[config.mk]
export PLATFORM = sky130hd
export DESIGN_NAME = acr_regbank
export DESIGN_NICKNAME = d
export VERILOG_FILES = /design/src/rtl/acr_pkg.sv /design/src/rtl/acr_regbank.sv /design/src/rtl/acr_sfr_byte.sv
export SDC_FILE = /design/constraint.sdc
export NUM_CORES = 1
export LEC_CHECK = 0
export ABC_AREA = 1
export BUFFER_PORTS_ARGS = -buffer_cell sky130_fd_sc_hd__buf_4
export CORE_AREA = 4 4 115 139
export DETAILED_ROUTE_END_ITERATION = 16
export DIE_AREA = 0 0 119 143
export GPL_TIMING_DRIVEN = 0
export HOLD_SLACK_MARGIN = 0.03
export PLACE_DENSITY = 0.86
export SYNTH_ARGS = -nofsm -noshare
export SYNTH_HDL_FRONTEND = slang
export SYNTH_SLANG_ARGS = --single-unit
[constraint.sdc]
create_clock -name core_clk -period 4.3 [get_ports core_clk]
set_clock_uncertainty 0.15 [all_clocks]
set_input_delay 0.645 -clock core_clk [delete_from_list [all_inputs] [get_ports core_clk]]
set_output_delay 0.645 -clock core_clk [all_outputs]
set_load 0.1 [all_outputs]
[src/rtl/acr_pkg.sv]
package acr_pkg;
    // special-function register addresses
    localparam logic [7:0] ADDR_OFS_LOW = 8'hD1;
    localparam logic [7:0] ADDR_OFS_MID = 8'hD2;
    localparam logic [7:0] ADDR_OFS_HIGH = 8'hD3;
    localparam logic [7:0] ADDR_GAIN_LOW = 8'hD4;
    localparam logic [7:0] ADDR_GAIN_MID = 8'hD5;
    localparam logic [7:0] ADDR_GAIN_HIGH = 8'hD6;
    localparam logic [7:0] ADDR_CHAN_SEL = 8'hD7;
    localparam logic [7:0] ADDR_IRQ_CTRL = 8'hD8;
    localparam logic [7:0] ADDR_RES_LOW = 8'hD9;
    localparam logic [7:0] ADDR_RES_MID = 8'hDA;
    localparam logic [7:0] ADDR_RES_HIGH = 8'hDB;
    localparam logic [7:0] ADDR_ANA_CTRL = 8'hDC;
    // reset values and channel codes
    localparam logic [7:0] RST_OFS = 8'h00;
    localparam logic [7:0] RST_GAIN_LOW = 8'h5A;
    localparam logic [7:0] RST_GAIN_MID = 8'hEC;
    localparam logic [7:0] RST_GAIN_HIGH = 8'h5F;
    localparam logic [7:0] RST_CHAN_SEL = 8'h01;
    localparam logic [7:0] RST_IRQ_CTRL = 8'h40;
    localparam logic [7:0] RST_ANA_CTRL = 8'h30;
    localparam logic [7:0] RST_RESULT = 8'h00;
    localparam logic [7:0] CHAN_TEMP = 8'hFF;
    localparam logic [3:0] CHAN_COMMON = 4'h8;
    // interrupt control fields
    localparam int IC_BAUD_DBL = 7;
    localparam int IC_ONE = 6;
    localparam int IC_AUX_EN = 5;
    localparam int IC_AUX_FLAG = 4;
    localparam int IC_WD_FLAG = 3;
    // analog control fields
    localparam int AC_REF_SRC = 7;
    localparam int AC_OPEN_DET = 6;
    localparam int AC_REF_EN = 5;
    localparam int AC_REF_LVL = 4;
    localparam int AC_BUF_EN = 3;
    localparam int AC_GAIN_HI = 2;
    // reference clock: microsecond tick divided by four, core clock by four times (divider+1)
    localparam int REF_CLK_DIV = 4;
    localparam int REF_CLK_MAX_HZ = 250000;
    localparam int CORE_CLK_HZ = 125000000;
endpackage : acr_pkg

[src/rtl/acr_regbank.sv]
// Functional notes
// - 24-bit offset correction in three bytes, reset zero, writes update it
// - 24-bit gain correction bytes reset 5Ah, ECh, 5Fh; writes replace them
// - upper channel nibble picks positive input 0-7 or common; reset 0
// - lower nibble picks negative input, same table; register resets 01h
// - temperature sensor selected only when channel register equals FFh
// - baud doubler bit set doubles serial port 1 rate; resets zero
// - auxiliary interrupt gated by enable bit, reset disabled
// - auxiliary flag set on event, stays set until software clears it
// - software setting auxiliary flag raises interrupt when enabled
// - watchdog flag sticky until cleared; software set raises interrupt if enabled
// - watchdog expiry interrupts only when reset action disabled, else resets
// - interrupt control resets 40h, bit 6 reads one, bits 2-0 zero
// - conversion result readable as three read-only bytes, reset zero
// - reading result low byte clears pending converter interrupt source
// - reference clock: core clock/(4*(divider+1)) or microsecond tick/4
// - open-input detect bit enables opposing burnout sources; resets zero
// - reference enable and level bits, both reset one: on, 2.5V
// - input buffer enable bit, resets zero
// - three-bit gain field selects gain of two to the field value
// - analog control resets 30h
`timescale 1ns/100ps
module acr_regbank #(
    parameter int RESULT_W = 24
) (
    input wire logic core_clk,
    input wire logic rst,
    input wire logic [7:0] sfr_addr,
    input wire logic sfr_wr,
    input wire logic sfr_rd,
    input wire logic [7:0] sfr_wdata,
    output logic [7:0] sfr_rdata,
    output logic [23:0] offset_cal,
    output logic [23:0] gain_cal,
    output logic [8:0] positive_channel_select,
    output logic [8:0] negative_channel_select,
    output logic temp_sensor_select,
    output logic uart1_baud_doubler,
    input wire logic aux_event,
    output logic aux_irq_req,
    input wire logic watchdog_expire,
    input wire logic watchdog_reset_action,
    input wire logic watchdog_irq_enable,
    output logic watchdog_irq_req,
    output logic watchdog_reset_req,
    input wire logic conv_done,
    input wire logic [23:0] conv_data,
    output logic adc_irq_pending,
    input wire logic [7:0] analog_divider,
    input wire logic microsecond_tick,
    output logic reference_clock_tick,
    output logic open_input_detect,
    output logic internal_reference_enable,
    output logic reference_level_select,
    output logic input_buffer_enable,
    output logic [2:0] gain_select,
    output logic [7:0] gain_factor
);
    if (RESULT_W != 24) begin : g_bad_width
        $error("acr_regbank serves a 24-bit result only");
    end

    typedef struct packed {
        logic [7:0] rdata;
        logic [7:0] chan;
        logic baud_dbl;
        logic aux_en;
        logic aux_flag;
        logic wd_flag;
        logic [23:0] result;
        logic adc_pend;
        logic [7:0] ana;
        logic [8:0] pos_oh;
        logic [8:0] neg_oh;
        logic temp_sel;
        logic aux_req;
        logic wd_req;
        logic wd_rst;
        logic [9:0] div_cnt;
        logic [1:0] us_tick_cnt;
        logic ref_tick;
        logic [7:0] gain_fac;
    } acr_state_s;

    acr_state_s st_ff;
    acr_state_s nxt_st;
    logic [7:0] ofs_low;
    logic [7:0] ofs_mid;
    logic [7:0] ofs_high;
    logic [7:0] gain_low;
    logic [7:0] gain_mid;
    logic [7:0] gain_high;
    logic [7:0] rd_mux;
    logic [7:0] irq_ctrl_rd;

    acr_sfr_byte #(.ADDR(acr_pkg::ADDR_OFS_LOW), .RST_VAL(acr_pkg::RST_OFS)) u_ofs_low (
        .core_clk(core_clk), .rst(rst), .sfr_wr(sfr_wr), .sfr_addr(sfr_addr),
        .sfr_wdata(sfr_wdata), .q(ofs_low));
    acr_sfr_byte #(.ADDR(acr_pkg::ADDR_OFS_MID), .RST_VAL(acr_pkg::RST_OFS)) u_ofs_mid (
        .core_clk(core_clk), .rst(rst), .sfr_wr(sfr_wr), .sfr_addr(sfr_addr),
        .sfr_wdata(sfr_wdata), .q(ofs_mid));
    acr_sfr_byte #(.ADDR(acr_pkg::ADDR_OFS_HIGH), .RST_VAL(acr_pkg::RST_OFS)) u_ofs_high (
        .core_clk(core_clk), .rst(rst), .sfr_wr(sfr_wr), .sfr_addr(sfr_addr),
        .sfr_wdata(sfr_wdata), .q(ofs_high));
    acr_sfr_byte #(.ADDR(acr_pkg::ADDR_GAIN_LOW), .RST_VAL(acr_pkg::RST_GAIN_LOW)) u_gain_low (
        .core_clk(core_clk), .rst(rst), .sfr_wr(sfr_wr), .sfr_addr(sfr_addr),
        .sfr_wdata(sfr_wdata), .q(gain_low));
    acr_sfr_byte #(.ADDR(acr_pkg::ADDR_GAIN_MID), .RST_VAL(acr_pkg::RST_GAIN_MID)) u_gain_mid (
        .core_clk(core_clk), .rst(rst), .sfr_wr(sfr_wr), .sfr_addr(sfr_addr),
        .sfr_wdata(sfr_wdata), .q(gain_mid));
    acr_sfr_byte #(.ADDR(acr_pkg::ADDR_GAIN_HIGH), .RST_VAL(acr_pkg::RST_GAIN_HIGH)) u_gain_high (
        .core_clk(core_clk), .rst(rst), .sfr_wr(sfr_wr), .sfr_addr(sfr_addr),
        .sfr_wdata(sfr_wdata), .q(gain_high));

    // codes 9..14 and the split temperature code select nothing
    function automatic logic [8:0] acr_chan_decode(input logic [3:0] code);
        logic [8:0] oh;
        oh = 9'h000;
        if (code <= acr_pkg::CHAN_COMMON) begin
            oh[code] = 1'b1;
        end
        return oh;
    endfunction : acr_chan_decode

    always_comb begin
        irq_ctrl_rd = 8'h00;
        irq_ctrl_rd[acr_pkg::IC_BAUD_DBL] = st_ff.baud_dbl;
        irq_ctrl_rd[acr_pkg::IC_ONE] = 1'b1;
        irq_ctrl_rd[acr_pkg::IC_AUX_EN] = st_ff.aux_en;
        irq_ctrl_rd[acr_pkg::IC_AUX_FLAG] = st_ff.aux_flag;
        irq_ctrl_rd[acr_pkg::IC_WD_FLAG] = st_ff.wd_flag;
        case (sfr_addr)
            acr_pkg::ADDR_OFS_LOW: rd_mux = ofs_low;
            acr_pkg::ADDR_OFS_MID: rd_mux = ofs_mid;
            acr_pkg::ADDR_OFS_HIGH: rd_mux = ofs_high;
            acr_pkg::ADDR_GAIN_LOW: rd_mux = gain_low;
            acr_pkg::ADDR_GAIN_MID: rd_mux = gain_mid;
            acr_pkg::ADDR_GAIN_HIGH: rd_mux = gain_high;
            acr_pkg::ADDR_CHAN_SEL: rd_mux = st_ff.chan;
            acr_pkg::ADDR_IRQ_CTRL: rd_mux = irq_ctrl_rd;
            acr_pkg::ADDR_RES_LOW: rd_mux = st_ff.result[7:0];
            acr_pkg::ADDR_RES_MID: rd_mux = st_ff.result[15:8];
            acr_pkg::ADDR_RES_HIGH: rd_mux = st_ff.result[23:16];
            acr_pkg::ADDR_ANA_CTRL: rd_mux = st_ff.ana;
            default: rd_mux = 8'h00;
        endcase
    end

    always_comb begin
        nxt_st = st_ff;
        nxt_st.wd_rst = 1'b0;
        nxt_st.ref_tick = 1'b0;
        if (sfr_rd) begin
            nxt_st.rdata = rd_mux;
        end
        if (sfr_wr) begin
            case (sfr_addr)
                acr_pkg::ADDR_CHAN_SEL: nxt_st.chan = sfr_wdata;
                acr_pkg::ADDR_IRQ_CTRL: begin
                    nxt_st.baud_dbl = sfr_wdata[acr_pkg::IC_BAUD_DBL];
                    nxt_st.aux_en = sfr_wdata[acr_pkg::IC_AUX_EN];
                    nxt_st.aux_flag = sfr_wdata[acr_pkg::IC_AUX_FLAG];
                    nxt_st.wd_flag = sfr_wdata[acr_pkg::IC_WD_FLAG];
                end
                acr_pkg::ADDR_ANA_CTRL: nxt_st.ana = sfr_wdata;
                default: nxt_st.chan = st_ff.chan;
            endcase
        end
        // hardware set wins over a software clear in the same cycle
        if (aux_event) begin
            nxt_st.aux_flag = 1'b1;
        end
        if (watchdog_expire) begin
            if (watchdog_reset_action) begin
                nxt_st.wd_rst = 1'b1;
            end else begin
                nxt_st.wd_flag = 1'b1;
            end
        end
        if (sfr_rd && sfr_addr == acr_pkg::ADDR_RES_LOW) begin
            nxt_st.adc_pend = 1'b0;
        end
        if (conv_done) begin
            nxt_st.result = conv_data;
            nxt_st.adc_pend = 1'b1;
        end
        // requests follow the flags, so a still-set flag keeps requesting
        nxt_st.aux_req = nxt_st.aux_flag && nxt_st.aux_en;
        nxt_st.wd_req = nxt_st.wd_flag && watchdog_irq_enable;
        nxt_st.temp_sel = (nxt_st.chan == acr_pkg::CHAN_TEMP);
        nxt_st.pos_oh = acr_chan_decode(nxt_st.chan[7:4]);
        nxt_st.neg_oh = acr_chan_decode(nxt_st.chan[3:0]);
        nxt_st.gain_fac = 8'h01 << nxt_st.ana[acr_pkg::AC_GAIN_HI:0];
        // both counters restart on each tick, so ticks are at least four cycles apart
        if (st_ff.ana[acr_pkg::AC_REF_SRC]) begin
            if (microsecond_tick) begin
                nxt_st.us_tick_cnt = st_ff.us_tick_cnt + 2'd1;
                if (st_ff.us_tick_cnt == 2'(acr_pkg::REF_CLK_DIV - 1)) begin
                    nxt_st.ref_tick = 1'b1;
                end
            end
        end else begin
            nxt_st.div_cnt = st_ff.div_cnt + 10'd1;
            if (st_ff.div_cnt >= {analog_divider, 2'b11}) begin
                nxt_st.ref_tick = 1'b1;
            end
        end
        if (nxt_st.ref_tick) begin
            nxt_st.div_cnt = 10'd0;
            nxt_st.us_tick_cnt = 2'd0;
        end
    end

    always_ff @(posedge core_clk or posedge rst) begin
        if (rst) begin
            st_ff <= '{
                rdata: 8'h00,
                chan: acr_pkg::RST_CHAN_SEL,
                baud_dbl: acr_pkg::RST_IRQ_CTRL[acr_pkg::IC_BAUD_DBL],
                aux_en: acr_pkg::RST_IRQ_CTRL[acr_pkg::IC_AUX_EN],
                aux_flag: acr_pkg::RST_IRQ_CTRL[acr_pkg::IC_AUX_FLAG],
                wd_flag: acr_pkg::RST_IRQ_CTRL[acr_pkg::IC_WD_FLAG],
                result: {3{acr_pkg::RST_RESULT}},
                adc_pend: 1'b0,
                ana: acr_pkg::RST_ANA_CTRL,
                pos_oh: 9'h001,
                neg_oh: 9'h002,
                temp_sel: 1'b0,
                aux_req: 1'b0,
                wd_req: 1'b0,
                wd_rst: 1'b0,
                div_cnt: 10'd0,
                us_tick_cnt: 2'd0,
                ref_tick: 1'b0,
                gain_fac: 8'h01
            };
        end else begin
            st_ff <= nxt_st;
        end
    end

    assign sfr_rdata = st_ff.rdata;
    assign offset_cal = {ofs_high, ofs_mid, ofs_low};
    assign gain_cal = {gain_high, gain_mid, gain_low};
    assign positive_channel_select = st_ff.pos_oh;
    assign negative_channel_select = st_ff.neg_oh;
    assign temp_sensor_select = st_ff.temp_sel;
    assign uart1_baud_doubler = st_ff.baud_dbl;
    assign aux_irq_req = st_ff.aux_req;
    assign watchdog_irq_req = st_ff.wd_req;
    assign watchdog_reset_req = st_ff.wd_rst;
    assign adc_irq_pending = st_ff.adc_pend;
    assign reference_clock_tick = st_ff.ref_tick;
    assign open_input_detect = st_ff.ana[acr_pkg::AC_OPEN_DET];
    assign internal_reference_enable = st_ff.ana[acr_pkg::AC_REF_EN];
    assign reference_level_select = st_ff.ana[acr_pkg::AC_REF_LVL];
    assign input_buffer_enable = st_ff.ana[acr_pkg::AC_BUF_EN];
    assign gain_select = st_ff.ana[acr_pkg::AC_GAIN_HI:0];
    assign gain_factor = st_ff.gain_fac;

    chk_ofs_write: assert property (@(posedge core_clk) disable iff (rst)
        sfr_wr && sfr_addr == acr_pkg::ADDR_OFS_MID |=> offset_cal[15:8] == $past(sfr_wdata))
        else $error("offset middle byte not written");

    chk_gain_write: assert property (@(posedge core_clk) disable iff (rst)
        sfr_wr && sfr_addr == acr_pkg::ADDR_GAIN_HIGH |=> gain_cal[23:16] == $past(sfr_wdata))
        else $error("gain high byte not written");

    chk_pos_common: assert property (@(posedge core_clk) disable iff (rst)
        st_ff.chan[7:4] == acr_pkg::CHAN_COMMON |-> positive_channel_select == 9'h100)
        else $error("common positive code not decoded");

    chk_neg_common: assert property (@(posedge core_clk) disable iff (rst)
        st_ff.chan[3:0] == acr_pkg::CHAN_COMMON |-> negative_channel_select == 9'h100)
        else $error("common negative code not decoded");

    chk_temp_route: assert property (@(posedge core_clk) disable iff (rst)
        temp_sensor_select |-> positive_channel_select == 9'h000 && negative_channel_select == 9'h000)
        else $error("temperature sensor routed with an input selected");

    chk_baud_write: assert property (@(posedge core_clk) disable iff (rst)
        sfr_wr && sfr_addr == acr_pkg::ADDR_IRQ_CTRL
        |=> uart1_baud_doubler == $past(sfr_wdata[acr_pkg::IC_BAUD_DBL]))
        else $error("baud doubler bit not written");

    chk_aux_set: assert property (@(posedge core_clk) disable iff (rst)
        aux_event |=> st_ff.aux_flag)
        else $error("auxiliary event did not set flag");

    chk_aux_sticky: assert property (@(posedge core_clk) disable iff (rst)
        st_ff.aux_flag && !(sfr_wr && sfr_addr == acr_pkg::ADDR_IRQ_CTRL) |=> st_ff.aux_flag)
        else $error("auxiliary flag dropped without a write");

    chk_aux_gate: assert property (@(posedge core_clk) disable iff (rst)
        sfr_wr && sfr_addr == acr_pkg::ADDR_IRQ_CTRL && sfr_wdata[5:4] == 2'b11
        |=> aux_irq_req ##1 (aux_irq_req || $past(sfr_wr)))
        else $error("software auxiliary set did not request");

    chk_wd_route: assert property (@(posedge core_clk) disable iff (rst)
        watchdog_expire && watchdog_reset_action |=> watchdog_reset_req ##1 !watchdog_reset_req)
        else $error("watchdog reset request not one cycle");

    chk_wd_flag: assert property (@(posedge core_clk) disable iff (rst)
        watchdog_expire && !watchdog_reset_action |=> st_ff.wd_flag && !watchdog_reset_req)
        else $error("watchdog expiry did not set flag");

    chk_wd_sticky: assert property (@(posedge core_clk) disable iff (rst)
        st_ff.wd_flag && !(sfr_wr && sfr_addr == acr_pkg::ADDR_IRQ_CTRL) |=> st_ff.wd_flag)
        else $error("watchdog flag dropped without a write");

    chk_ctrl_read: assert property (@(posedge core_clk) disable iff (rst)
        sfr_rd && sfr_addr == acr_pkg::ADDR_IRQ_CTRL |=> sfr_rdata[6] && sfr_rdata[2:0] == 3'b000)
        else $error("interrupt control fixed bits wrong");

    chk_res_ro: assert property (@(posedge core_clk) disable iff (rst)
        sfr_wr && sfr_addr == acr_pkg::ADDR_RES_LOW && !conv_done |=> $stable(st_ff.result))
        else $error("result byte changed by a write");

    chk_res_load: assert property (@(posedge core_clk) disable iff (rst)
        conv_done |=> st_ff.result == $past(conv_data) && adc_irq_pending)
        else $error("result not loaded with pending source");

    chk_res_clear: assert property (@(posedge core_clk) disable iff (rst)
        sfr_rd && sfr_addr == acr_pkg::ADDR_RES_LOW && !conv_done |=> !adc_irq_pending)
        else $error("low result read did not clear pending");

    chk_pend_hold: assert property (@(posedge core_clk) disable iff (rst)
        adc_irq_pending && !(sfr_rd && sfr_addr == acr_pkg::ADDR_RES_LOW) |=> adc_irq_pending)
        else $error("pending source dropped without a low read");

    chk_ref_space: assert property (@(posedge core_clk) disable iff (rst)
        reference_clock_tick |=> (!reference_clock_tick)[*3])
        else $error("reference ticks closer than four cycles");

    chk_open_det: assert property (@(posedge core_clk) disable iff (rst)
        sfr_wr && sfr_addr == acr_pkg::ADDR_ANA_CTRL
        |=> open_input_detect == $past(sfr_wdata[acr_pkg::AC_OPEN_DET]))
        else $error("open input detect bit not written");

    chk_ref_bits: assert property (@(posedge core_clk) disable iff (rst)
        sfr_wr && sfr_addr == acr_pkg::ADDR_ANA_CTRL
        |=> {internal_reference_enable, reference_level_select}
            == $past(sfr_wdata[acr_pkg::AC_REF_EN:acr_pkg::AC_REF_LVL]))
        else $error("reference bits not written");

    chk_buf_en: assert property (@(posedge core_clk) disable iff (rst)
        sfr_wr && sfr_addr == acr_pkg::ADDR_ANA_CTRL
        |=> input_buffer_enable == $past(sfr_wdata[acr_pkg::AC_BUF_EN]))
        else $error("buffer enable bit not written");

    chk_gain_one: assert property (@(posedge core_clk) disable iff (rst)
        gain_select == 3'h0 |-> gain_factor == 8'h01)
        else $error("gain code zero not unity");

    chk_gain_code: assert property (@(posedge core_clk) disable iff (rst)
        gain_select == 3'd7 |-> gain_factor == 8'h80)
        else $error("gain code seven not 128");
endmodule : acr_regbank

[src/rtl/acr_sfr_byte.sv]
`timescale 1ns/100ps
module acr_sfr_byte #(
    parameter logic [7:0] ADDR = 8'h00,
    parameter logic [7:0] RST_VAL = 8'h00
) (
    input wire logic core_clk,
    input wire logic rst,
    input wire logic sfr_wr,
    input wire logic [7:0] sfr_addr,
    input wire logic [7:0] sfr_wdata,
    output logic [7:0] q
);
    typedef struct packed {
        logic [7:0] val;
    } acr_byte_s;

    acr_byte_s st_ff;
    acr_byte_s nxt_st;

    always_comb begin
        nxt_st = st_ff;
        if (sfr_wr && sfr_addr == ADDR) begin
            nxt_st.val = sfr_wdata;
        end
    end

    always_ff @(posedge core_clk or posedge rst) begin
        if (rst) begin
            st_ff <= '{val: RST_VAL};
        end else begin
            st_ff <= nxt_st;
        end
    end

    assign q = st_ff.val;
endmodule : acr_sfr_byte

* Word level (Yosys, flattened, before mapping)
Index checks and enable logic that the tools add are counted.
Storage, ports and cells: flip-flop bits (word level) 144, word-level logic and storage cells 94, output and inout port bits 96
Operators by class: muxes and demuxes 26, add/subtract/negate cells 2, $lt $le $gt $ge 7, equality and inequality tests 15, shifts and indexed selects 1, reduce and logical (&&, ||, !) cells 17
Operators by type and width (count):
- 8-bit equality test, second input constant | 13
- 8-bit case mux with 12 select lines | 1
- 12-bit two-way mux | 2
- 9-bit two-way mux | 2
- 1-bit two-way mux | 12
- 1-bit logical AND | 11
- 10-bit by 1-bit adder with 10-bit output, second input constant | 1
- 10-bit greater-or-equal comparator | 1
- 4-bit by 5-bit < comparator with 1-bit output, second input constant | 2
- 10-bit two-way mux | 1
- 3-bit two-way mux | 3
- 1-bit demux with 4-bit select | 2
- 4-bit by 1-bit greater-or-equal comparator with 1-bit output, second input constant | 2
- 4-bit less-or-equal comparator, second input constant | 2
- 8-bit two-way mux | 1
- 1-bit by 3-bit << shifter with 8-bit output, first input constant | 1
- 2-bit AND reduction | 3
- 2-bit nonzero test | 3
- 4-bit two-way mux | 1
- 2-bit by 1-bit adder with 2-bit output, second input constant | 1
- 2-bit equality test, second input constant | 1
- 2-bit two-way mux | 1
- 2-bit by 1-bit inequality test with 1-bit output, second input constant | 1

* Logic depth before layout (Yosys ltp)
Gate-level depths: netlist (run 1).
depth in word-level cells 8, mapped depth 11

* Modules after synthesis
A second synthesis (run 1) with hierarchy kept.
Second synthesis, totals: cells, all modules 910, area total of the unflattened synthesis 7614.8 um2
Modules (own cells, without submodules):
- acr_regbank | times used 1, seq. area each 2409.8 um2, cells each 662, area an instance 5226.3 um2
- acr_sfr_byte at u_ofs_low ... | times used 2, seq. area each 200.2 um2, cells each 41, area an instance 377.9 um2
- acr_sfr_byte at u_gain_high | times used 1, seq. area each 207.7 um2, cells each 42, area an instance 421.7 um2
- acr_sfr_byte at u_gain_mid | times used 1, seq. area each 206.4 um2, cells each 42, area an instance 420.4 um2
- acr_sfr_byte at u_gain_low | times used 1, seq. area each 205.2 um2, cells each 41, area an instance 415.4 um2
- acr_sfr_byte at u_ofs_high | times used 1, seq. area each 200.2 um2, cells each 41, area an instance 375.4 um2

* Worst setup path after synthesis (run 1)
No wires, ideal clock.
path type input -> register, start input port analog_divider[3], end register st_ff[18] in the netlist's numbering, setup time 127 ps, data arrival time 1582 ps, slack 2442 ps, buffers on the path 0, data required time 4023 ps, stages on the path 11, cells stage by stage inv_1 > ha_1 > nand2_1 > nor2_1 > nand2_1 > nand2_1 > nand2_1 > nand2_1 > nand2_1 > nand2_1 > nor2_1
RTL lines:
- start, declared | RTL line acr_regbank.sv:49 | input wire logic [7:0] analog_divider,
- end signal, assigned | RTL line acr_regbank.sv:216 | st_ff <= '{
- end signal, assigned | RTL line acr_regbank.sv:238 | st_ff <= nxt_st;
- end, declared | RTL line acr_regbank.sv:85 | acr_state_s st_ff;

* Worst setup path after layout (run 1)
start register st_ff, in the netlist gain_factor[0], end output port gain_factor[0]
RTL lines:
- end, declared | RTL line acr_regbank.sv:57 | output logic [7:0] gain_factor
No word-level cell between the ends.

==> results of run 1 <==
==> registers in the layout (all words and copies together), names as in the netlist, 3 cells and up <==
register,cells
st_ff,45
negative_channel_select,9
positive_channel_select,9
gain_factor,8
sfr_rdata,8
u_gain_high.q,8
u_gain_low.q,8
u_gain_mid.q,8
u_ofs_high.q,8
u_ofs_low.q,8
u_ofs_mid.q,8
gain_select,3
irq_ctrl_rd,3
==> through the flow <==
step	cells	area [um2]	power (mW)	setup WS, ns
after floorplan	845	7041	2.113	1.717
after global placement	1201	8437	2.299	0.9254
after detailed placement	1204	8497	2.333	2.058
after CTS	1236	9116	3.871	2.178
after global routing	1236	9116	3.996	2.162
final	1236	9116	3.850	2.199
==> kinds of logic (layout without fill, tap and decap cells) <==
group           Yosys count  after routing  synth area share (%)
xor+xnor                  7              7                0.8713
buf+inv                 136            323                 9.886
fa+ha+maj                10             10                 1.778
flops                   144            144                 51.58
simple gates            461            461                 29.18
compound gates           87             87                 6.703
==> worst max path at each step <==
stage	startpoint	end	slack, ns	depth (start not counted)
floorplan	rst	adc_irq_pending	1.72	1
global placement	rst	gain_factor[7]	0.93	2
detailed placement	sfr_addr[1]	sfr_rdata[2]	2.06	10
CTS	gain_factor[0]	gain_factor[0]	2.18	2
global route	negative_channel_select[1]	negative_channel_select[1]	2.16	2
finish	gain_factor[0]	gain_factor[0]	2.20	2
==> synthesized netlist by cell type <==
| cell type | count |
|---|---|
| o21ai_0 | 71 |
| nor3_1 | 2 |
| nor2_2 | 1 |
| nor2_1 | 82 |
| o21ai_2 | 7 |
| dfstp_2 | 21 |
| clkinv_2 | 1 |
| nor2_8 | 2 |
| inv_1 | 66 |
| nand2_2 | 10 |
| o21ai_1 | 1 |
| ha_1 | 10 |
| nand3_2 | 3 |
| inv_2 | 6 |
| nand2_1 | 243 |
| nand3_1 | 95 |
| o21a_1 | 4 |
| xor2_1 | 6 |
| nor3_2 | 4 |
| a21oi_1 | 4 |
| nand2_4 | 2 |
| xnor2_1 | 1 |
| and2_1 | 1 |
| buf_6 | 2 |
| nand4_4 | 1 |
| nand4_1 | 10 |
| buf_2 | 9 |
| dfrtp_1 | 123 |
| buf_4 | 42 |
| clkinv_1 | 2 |
| nor2_4 | 5 |
| clkbuf_1 | 8 |
==> cells in the final DEF (no fill, tap or decap), types with 6 or more instances in the layout <==
cell type and instances:
clkinvlp_4 6, buf_2 9, dfstp_2 21, ha_1 10
nand4_1 10, clkbuf_1 8, o21ai_2 7, xor2_1 6
inv_2 6, nand2_1 243, o21ai_0 71, dfrtp_1 123
inv_1 65, nand2_2 10, nor2_1 82, buf_4 194
nand3_1 95, clkbuf_16 17
==> critical path, stage by stage, from the launching register on <==
cell	delay (ns)
dfstp_2	0.52
buf_4	0.09
buf_4	0.27
==> report_power, final <==
group          internal, mW  total (mW)  leakage (nW)  switching (mW)
registers              1.47        1.56          1.80          0.0903
logic                 0.203       0.747          2.74           0.544
clock network         0.938        1.54         0.287           0.606
==> metal layers <==
layer	part of all wire, %	vias to the layer above	routed length (um)
li1	-	3017	-
met1	39	2851	7600
met2	52	205	10030
met3	5.9	40	1143
met4	3.3	0	650
met5	0	-	0
==> cell type report <==
type | count | area share, %
clock buffer | 18 | 4.817
inverter | 75 | 3.143
sequential | 144 | 39.82
clock inverter | 14 | 1.976
tap | 204 | 2.800
multi-input combinational | 565 | 29.74
timing repair buffer | 155 | 13.18
buffer | 61 | 4.529
==> results.txt, run 1 <==
----------------------------------------------------
[Outcome]
  Result of the run ... complete, no violations

[Critical path]
  Data required time of the worst path ... 3.50 ns
  Type of the worst setup path ... reg2out
  Largest driver fanout on the critical path ... 1
  Endpoint of the worst register-to-register path ... st_ff[18]
  Reg2Reg Setup Slack ... 2.45 ns
  Crit start category ... flop
  Worst flop-to-flop path startpoint ... st_ff[16]
  Arr. time, crit path ... 1.31 ns
  Worst R2R Path Depth ... 10
  Kind of end point of the critical path ... primary output

[Drt]
  Drt via density ... 4.946
  TritonRoute pass-1 iters ... 6
  Via count of the routed design ... 6113
  Routed length per instance ... 15.71 um
  # DRC ... 0
  Final wirelength ... 19.42 mm
  First-iteration detailed-routing DRC count ... 465
  Antenna viol nets, final ... 0

[Finish]
  Number of fill cells in the layout ... 1283
  Sequential cell area ... 3630 um2
  Share of cells above drive strength 1 ... 29.46%
  Multi-input gate area ... 2711 um2
  Total number of nets in the final design ... 1087
  Fin util ... 61.70%
  Number of antenna repair diodes ... 0
  Area growth syn-to-layout ... 29.55%

[Flow run]
  Total of max-cap violations ... 0

[Clock network]
  CTS H-Tree Depth ... 4
  Cell at the root of the clock tree ... clkbuf_16
  Clock buffer count from CTS ... 17
  Clock edge transition at the registers on the reported setup and hold paths ... 0.06 ns
  Post-CTS Setup Bufs ... 0
  Worst-skew pair later-pin latency ... 0.42 ns
  Maximum root-to-sink buffer count ... 2
  Total of hold buffers inserted after clock tree synthesis ... 0
  Resized Gates After CTS ... 0
  Clock sink count ... 144
  TritonCTS clock tree ... done

[Timing]
  TNS Setup ... 0 ns
  Final setup violating endpoints ... 0
  Slew headroom ... 37.02%
  Final Hold Violating Endpoints ... 0
  Hold Worst Slack ... 0.2642 ns
  RSZ-0062 raised after global routing ... no
  Minimum clock period ... 2.101 ns
  Count of final max-slew check failures ... 0
  Transition at the pin with the smallest max-transition slack ... 0.9427 ns
  Final worst-path cycle share ... 48.87%
  Fmax ... 475.9 MHz

[Floorplan]
  CORE AREA ... 14780 um2
  Width of the chip ... 119 um
  Std cell rows ... 49
  Starting density of the core ... 47.62%
  Area of the die ... 17020 um2
  Top-level port count ... 154
  Floorplan die height ... 143 um

[Global route]
  Total gr overflow ... 0
  Met2 track utilization from global routing ... 41.08%
  Met1 track utilization from global routing ... 27.48%
  Met3 global-route usage ... 4.477%
  Global-route wire length before repair ... 30.81 mm
  Via count of the first global-routing pass ... 6050
  Largest net degree at the start of global routing ... 43
  Global-route usage over all layers ... 23.37%
  Layer with the highest usage ... met2
  Number of antenna violations at the first check in global routing ... 0

[Synthesis]
  Portion of synthesized cell area occupied by the leading cell type ... 43.74%
  Area of the mapped netlist ... 7037 um2
  Synth Instances ... 845
  Synthesis-stage register bit count ... 144
  Yosys warning count ... 0
  Top cell type by total area after synthesis ... dfrtp_1
  Top post-synthesis cells by area ... dfrtp_1 44%, nand2_1 13%, dfstp_2 7.8%
  Share of synthesized area occupied by flip-flops and latches ... 51.58%
  Post-Synthesis Net Count ... 913
  Syn_area_per_cell ... 8.328 um2
  Distinct cells, synth ... 32

[Power and ir drop]
  Power density over the cells ... 422.3 nW/um2
  Max VDD drop ... 0.0002596 V
  Leakage power ... 4.821 nW

[Min path]
  Hold-critical path depth ... 3
  Startpoint of the tightest hold check path ... watchdog_reset_action
  Worst Hold Class ... in2reg
  Endpoint, Worst Hold ... watchdog_reset_req

[Place]
  Post-detailed-placement half-perimeter wirelength ... 15.03 mm
  Routability congestion estimate from global placement ... 0.9086
  Port Buffer Count ... 152

----------------------------------------------------
No activity file was read; power rests on OpenSTA's default activity.
==> run 2: changes to the inputs <==
==> constraint.sdc (replaced) <==
create_clock -name core_clk -period 1.9 [get_ports core_clk]
set_clock_uncertainty 0.15 [all_clocks]
set_input_delay 0.285 -clock core_clk [delete_from_list [all_inputs] [get_ports core_clk]]
set_output_delay 0.285 -clock core_clk [all_outputs]
set_load 0.1 [all_outputs]
==> results.txt, run 2 (synthesized netlist as in run 1, its figures left out) <==
----------------------------------------------------
[Outcome]
  Result of the run ... complete, no violations

[Clock network]
  CTS H-Tree Depth ... 4
  Maximum root-to-sink buffer count ... 2
  TritonCTS clock tree ... done
  Clock buffer count from CTS ... 17
  Clock edge transition at the registers on the reported setup and hold paths ... 0.06 ns
  Post-CTS Setup Bufs ... 0
  Clock sink count ... 144
  Worst-skew pair later-pin latency ... 0.42 ns
  Cell at the root of the clock tree ... clkbuf_16

[Finish]
  Most flop-heavy register ... st_ff
  Filler-free cell count of the finished design ... 1277
  Share of cells above drive strength 1 ... 28.64%
  Most common cell after layout, fill and taps aside ... nand2_1
  Number of fill cells in the layout ... 1204
  Final instance area ... 9528 um2
  Area growth syn-to-layout ... 35.40%
  Commonest non-fill, non-tap cells in the layout ... 242 x nand2_1, 194 x buf_4, 123 x dfrtp_1
  Total number of nets in the final design ... 1127
  Flip-flop count of the largest register, all copies and words added ... 45

[Critical path]
  Type of the worst setup path ... in2reg
  Critical-path top delay cell ... dlygate4sd3_1
  Most common cell on crit path ... nand2_1
  Data required time of the worst path ... 2.05 ns
  Arr. time, crit path ... 1.93 ns
  Crit start category ... primary input
  Crit path largest cell delay ... 0.58 ns
  Kind of end point of the critical path ... flop
  Largest driver fanout on the critical path ... 6
  Critical path, cell by cell ... buf_4 -> inv_1 -> nand2_2 -> nor2_8 -> nand2_1 -> nor3_4 -> inv_2 -> nand2_1 -> nand3_1 -> dlygate4sd3_1

[Flow run]
  Total of max-cap violations ... 0

[Global route]
  Via count of the first global-routing pass ... 6431
  Number of antenna violations at the first check in global routing ... 0
  Largest net degree at the start of global routing ... 43
  Global-route wire length before repair ... 32.73 mm
  Total gr overflow ... 0
  Global-route usage over all layers ... 24.83%

[Floorplan]
  CORE AREA ... 14780 um2
  Std cell rows ... 49
  Starting density of the core ... 47.62%
  Top-level port count ... 154
  Floorplan die height ... 143 um
  Area of the die ... 17020 um2
  Width of the chip ... 119 um

[Drt]
  Drt via density ... 5.024
  Final wirelength ... 20.82 mm
  Routed length per instance ... 16.30 um
  First-iteration detailed-routing DRC count ... 487
  Antenna viol nets, final ... 0
  # DRC ... 0
  Via count of the routed design ... 6416
  TritonRoute pass-1 iters ... 5

[Timing]
  Count of final max-slew check failures ... 0
  TNS Setup ... 0 ns
  Final Hold Violating Endpoints ... 0
  RSZ-0062 raised after global routing ... no
  Fmax ... 560.9 MHz
  Transition at the pin with the smallest max-transition slack ... 1.095 ns
  Slew headroom ... 26.61%
  Final worst-path cycle share ... 93.84%
  Minimum clock period ... 1.783 ns
  Post-layout worst setup margin ... 0.1170 ns
  Final setup violating endpoints ... 0
  Hold Worst Slack ... 0.08055 ns

[Place]
  Routability congestion estimate from global placement ... 0.9086
  Port Buffer Count ... 152
  Dpl cell area ... 8497 um2
  Number of cells after detailed placement ... 1204
  Post-Place Setup Slack ... 0.01765 ns
  Post-detailed-placement half-perimeter wirelength ... 15.03 mm

[Min path]
  Worst Hold Class ... in2reg

[Power and ir drop]
  Power density over the cells ... 922.1 nW/um2
  Max VDD drop ... 0.0005978 V
  Leakage power ... 4.986 nW

----------------------------------------------------
-- run 2: cell types whose count changed in the layout (fill, tap and decap cells not counted) --
cell	change
clkinvlp_2	+1
inv_2	+1
inv_1	-1
nor3_2	-1
nand2_4	+1
dlygate4sd3_1	+39
diode_2	+1
nor3_4	+1
nand2_1	-1
-- run 2: critical path, delay by kind of cell --
family	cells	cell delay, ns
AND/OR/NAND/NOR	6	0.80
buffers and inverters	4	0.85
-- run 2: final timing paths --
check / cells past startpoint / to / slack, ns / from
setup / recovery: 10 / irq_ctrl_rd[3] / 0.12 / sfr_addr[5]
hold / removal: 3 / sfr_rdata[4] / 0.08 / sfr_rd
setup reg to reg: 10 / st_ff[18] / 0.19 / st_ff[16]
hold reg to reg: 2 / st_ff[68] / 0.33 / st_ff[68]
max in group asynchronous: 5 / gain_factor[0] / 0.36 / rst
min in group asynchronous: 3 / u_ofs_mid.q[4] / 0.35 / rst
-- run 2: repair_timing --
| item | in CTS | in global routing |
|---|---|---|
| hold endpoints to repair | 68 | 0 |
| setup endpoints to repair | 0 | 42 |
| hold buffers | 39 | 0 |
| gates resized for setup | 0 | 4 |
-- run 2: per-stage QoR --
stage / util, % / total power [mW]
finish: 64.48 / 8.786
global route: 64.47 / 9.124
CTS: 64.34 / 8.823
detailed placement: 57.51 / 5.280
global placement: 57.10 / 5.204
floorplan: - / 4.783
-- run 2: layer usage --
metal	vias up	GRT usage [%]	part of all wire, %
met3	51	4.794	5.8
met5	-	0	0
met2	229	44.92	53
met1	3031	28.08	37
met4	0	12.20	3.8
li1	3105	-	-
-- run 2: layout make-up --
| type | instances | area, um2 | share of cell area (%) |
|---|---|---|---|
| buffer | 61 | 412.9 | 4.334 |
| tap | 204 | 255.2 | 2.679 |
| antenna | 1 | 2.502 | 0.02626 |
| clock inverter | 14 | 180.2 | 1.891 |
| clock buffer | 18 | 439.2 | 4.609 |
| multi-input combinational | 565 | 2725 | 28.60 |
| sequential | 144 | 3630 | 38.10 |
| inverter | 75 | 286.5 | 3.007 |
| timing repair inverter | 1 | 5.005 | 0.05253 |
| timing repair buffer | 194 | 1592 | 16.70 |
-- run 2: report_power, final --
group / leakage [nW] / internal, mW / switching, mW
Combinational: 2.90 / 0.513 / 1.26
Clock: 0.287 / 2.12 / 1.36
Sequential: 1.80 / 3.32 / 0.204
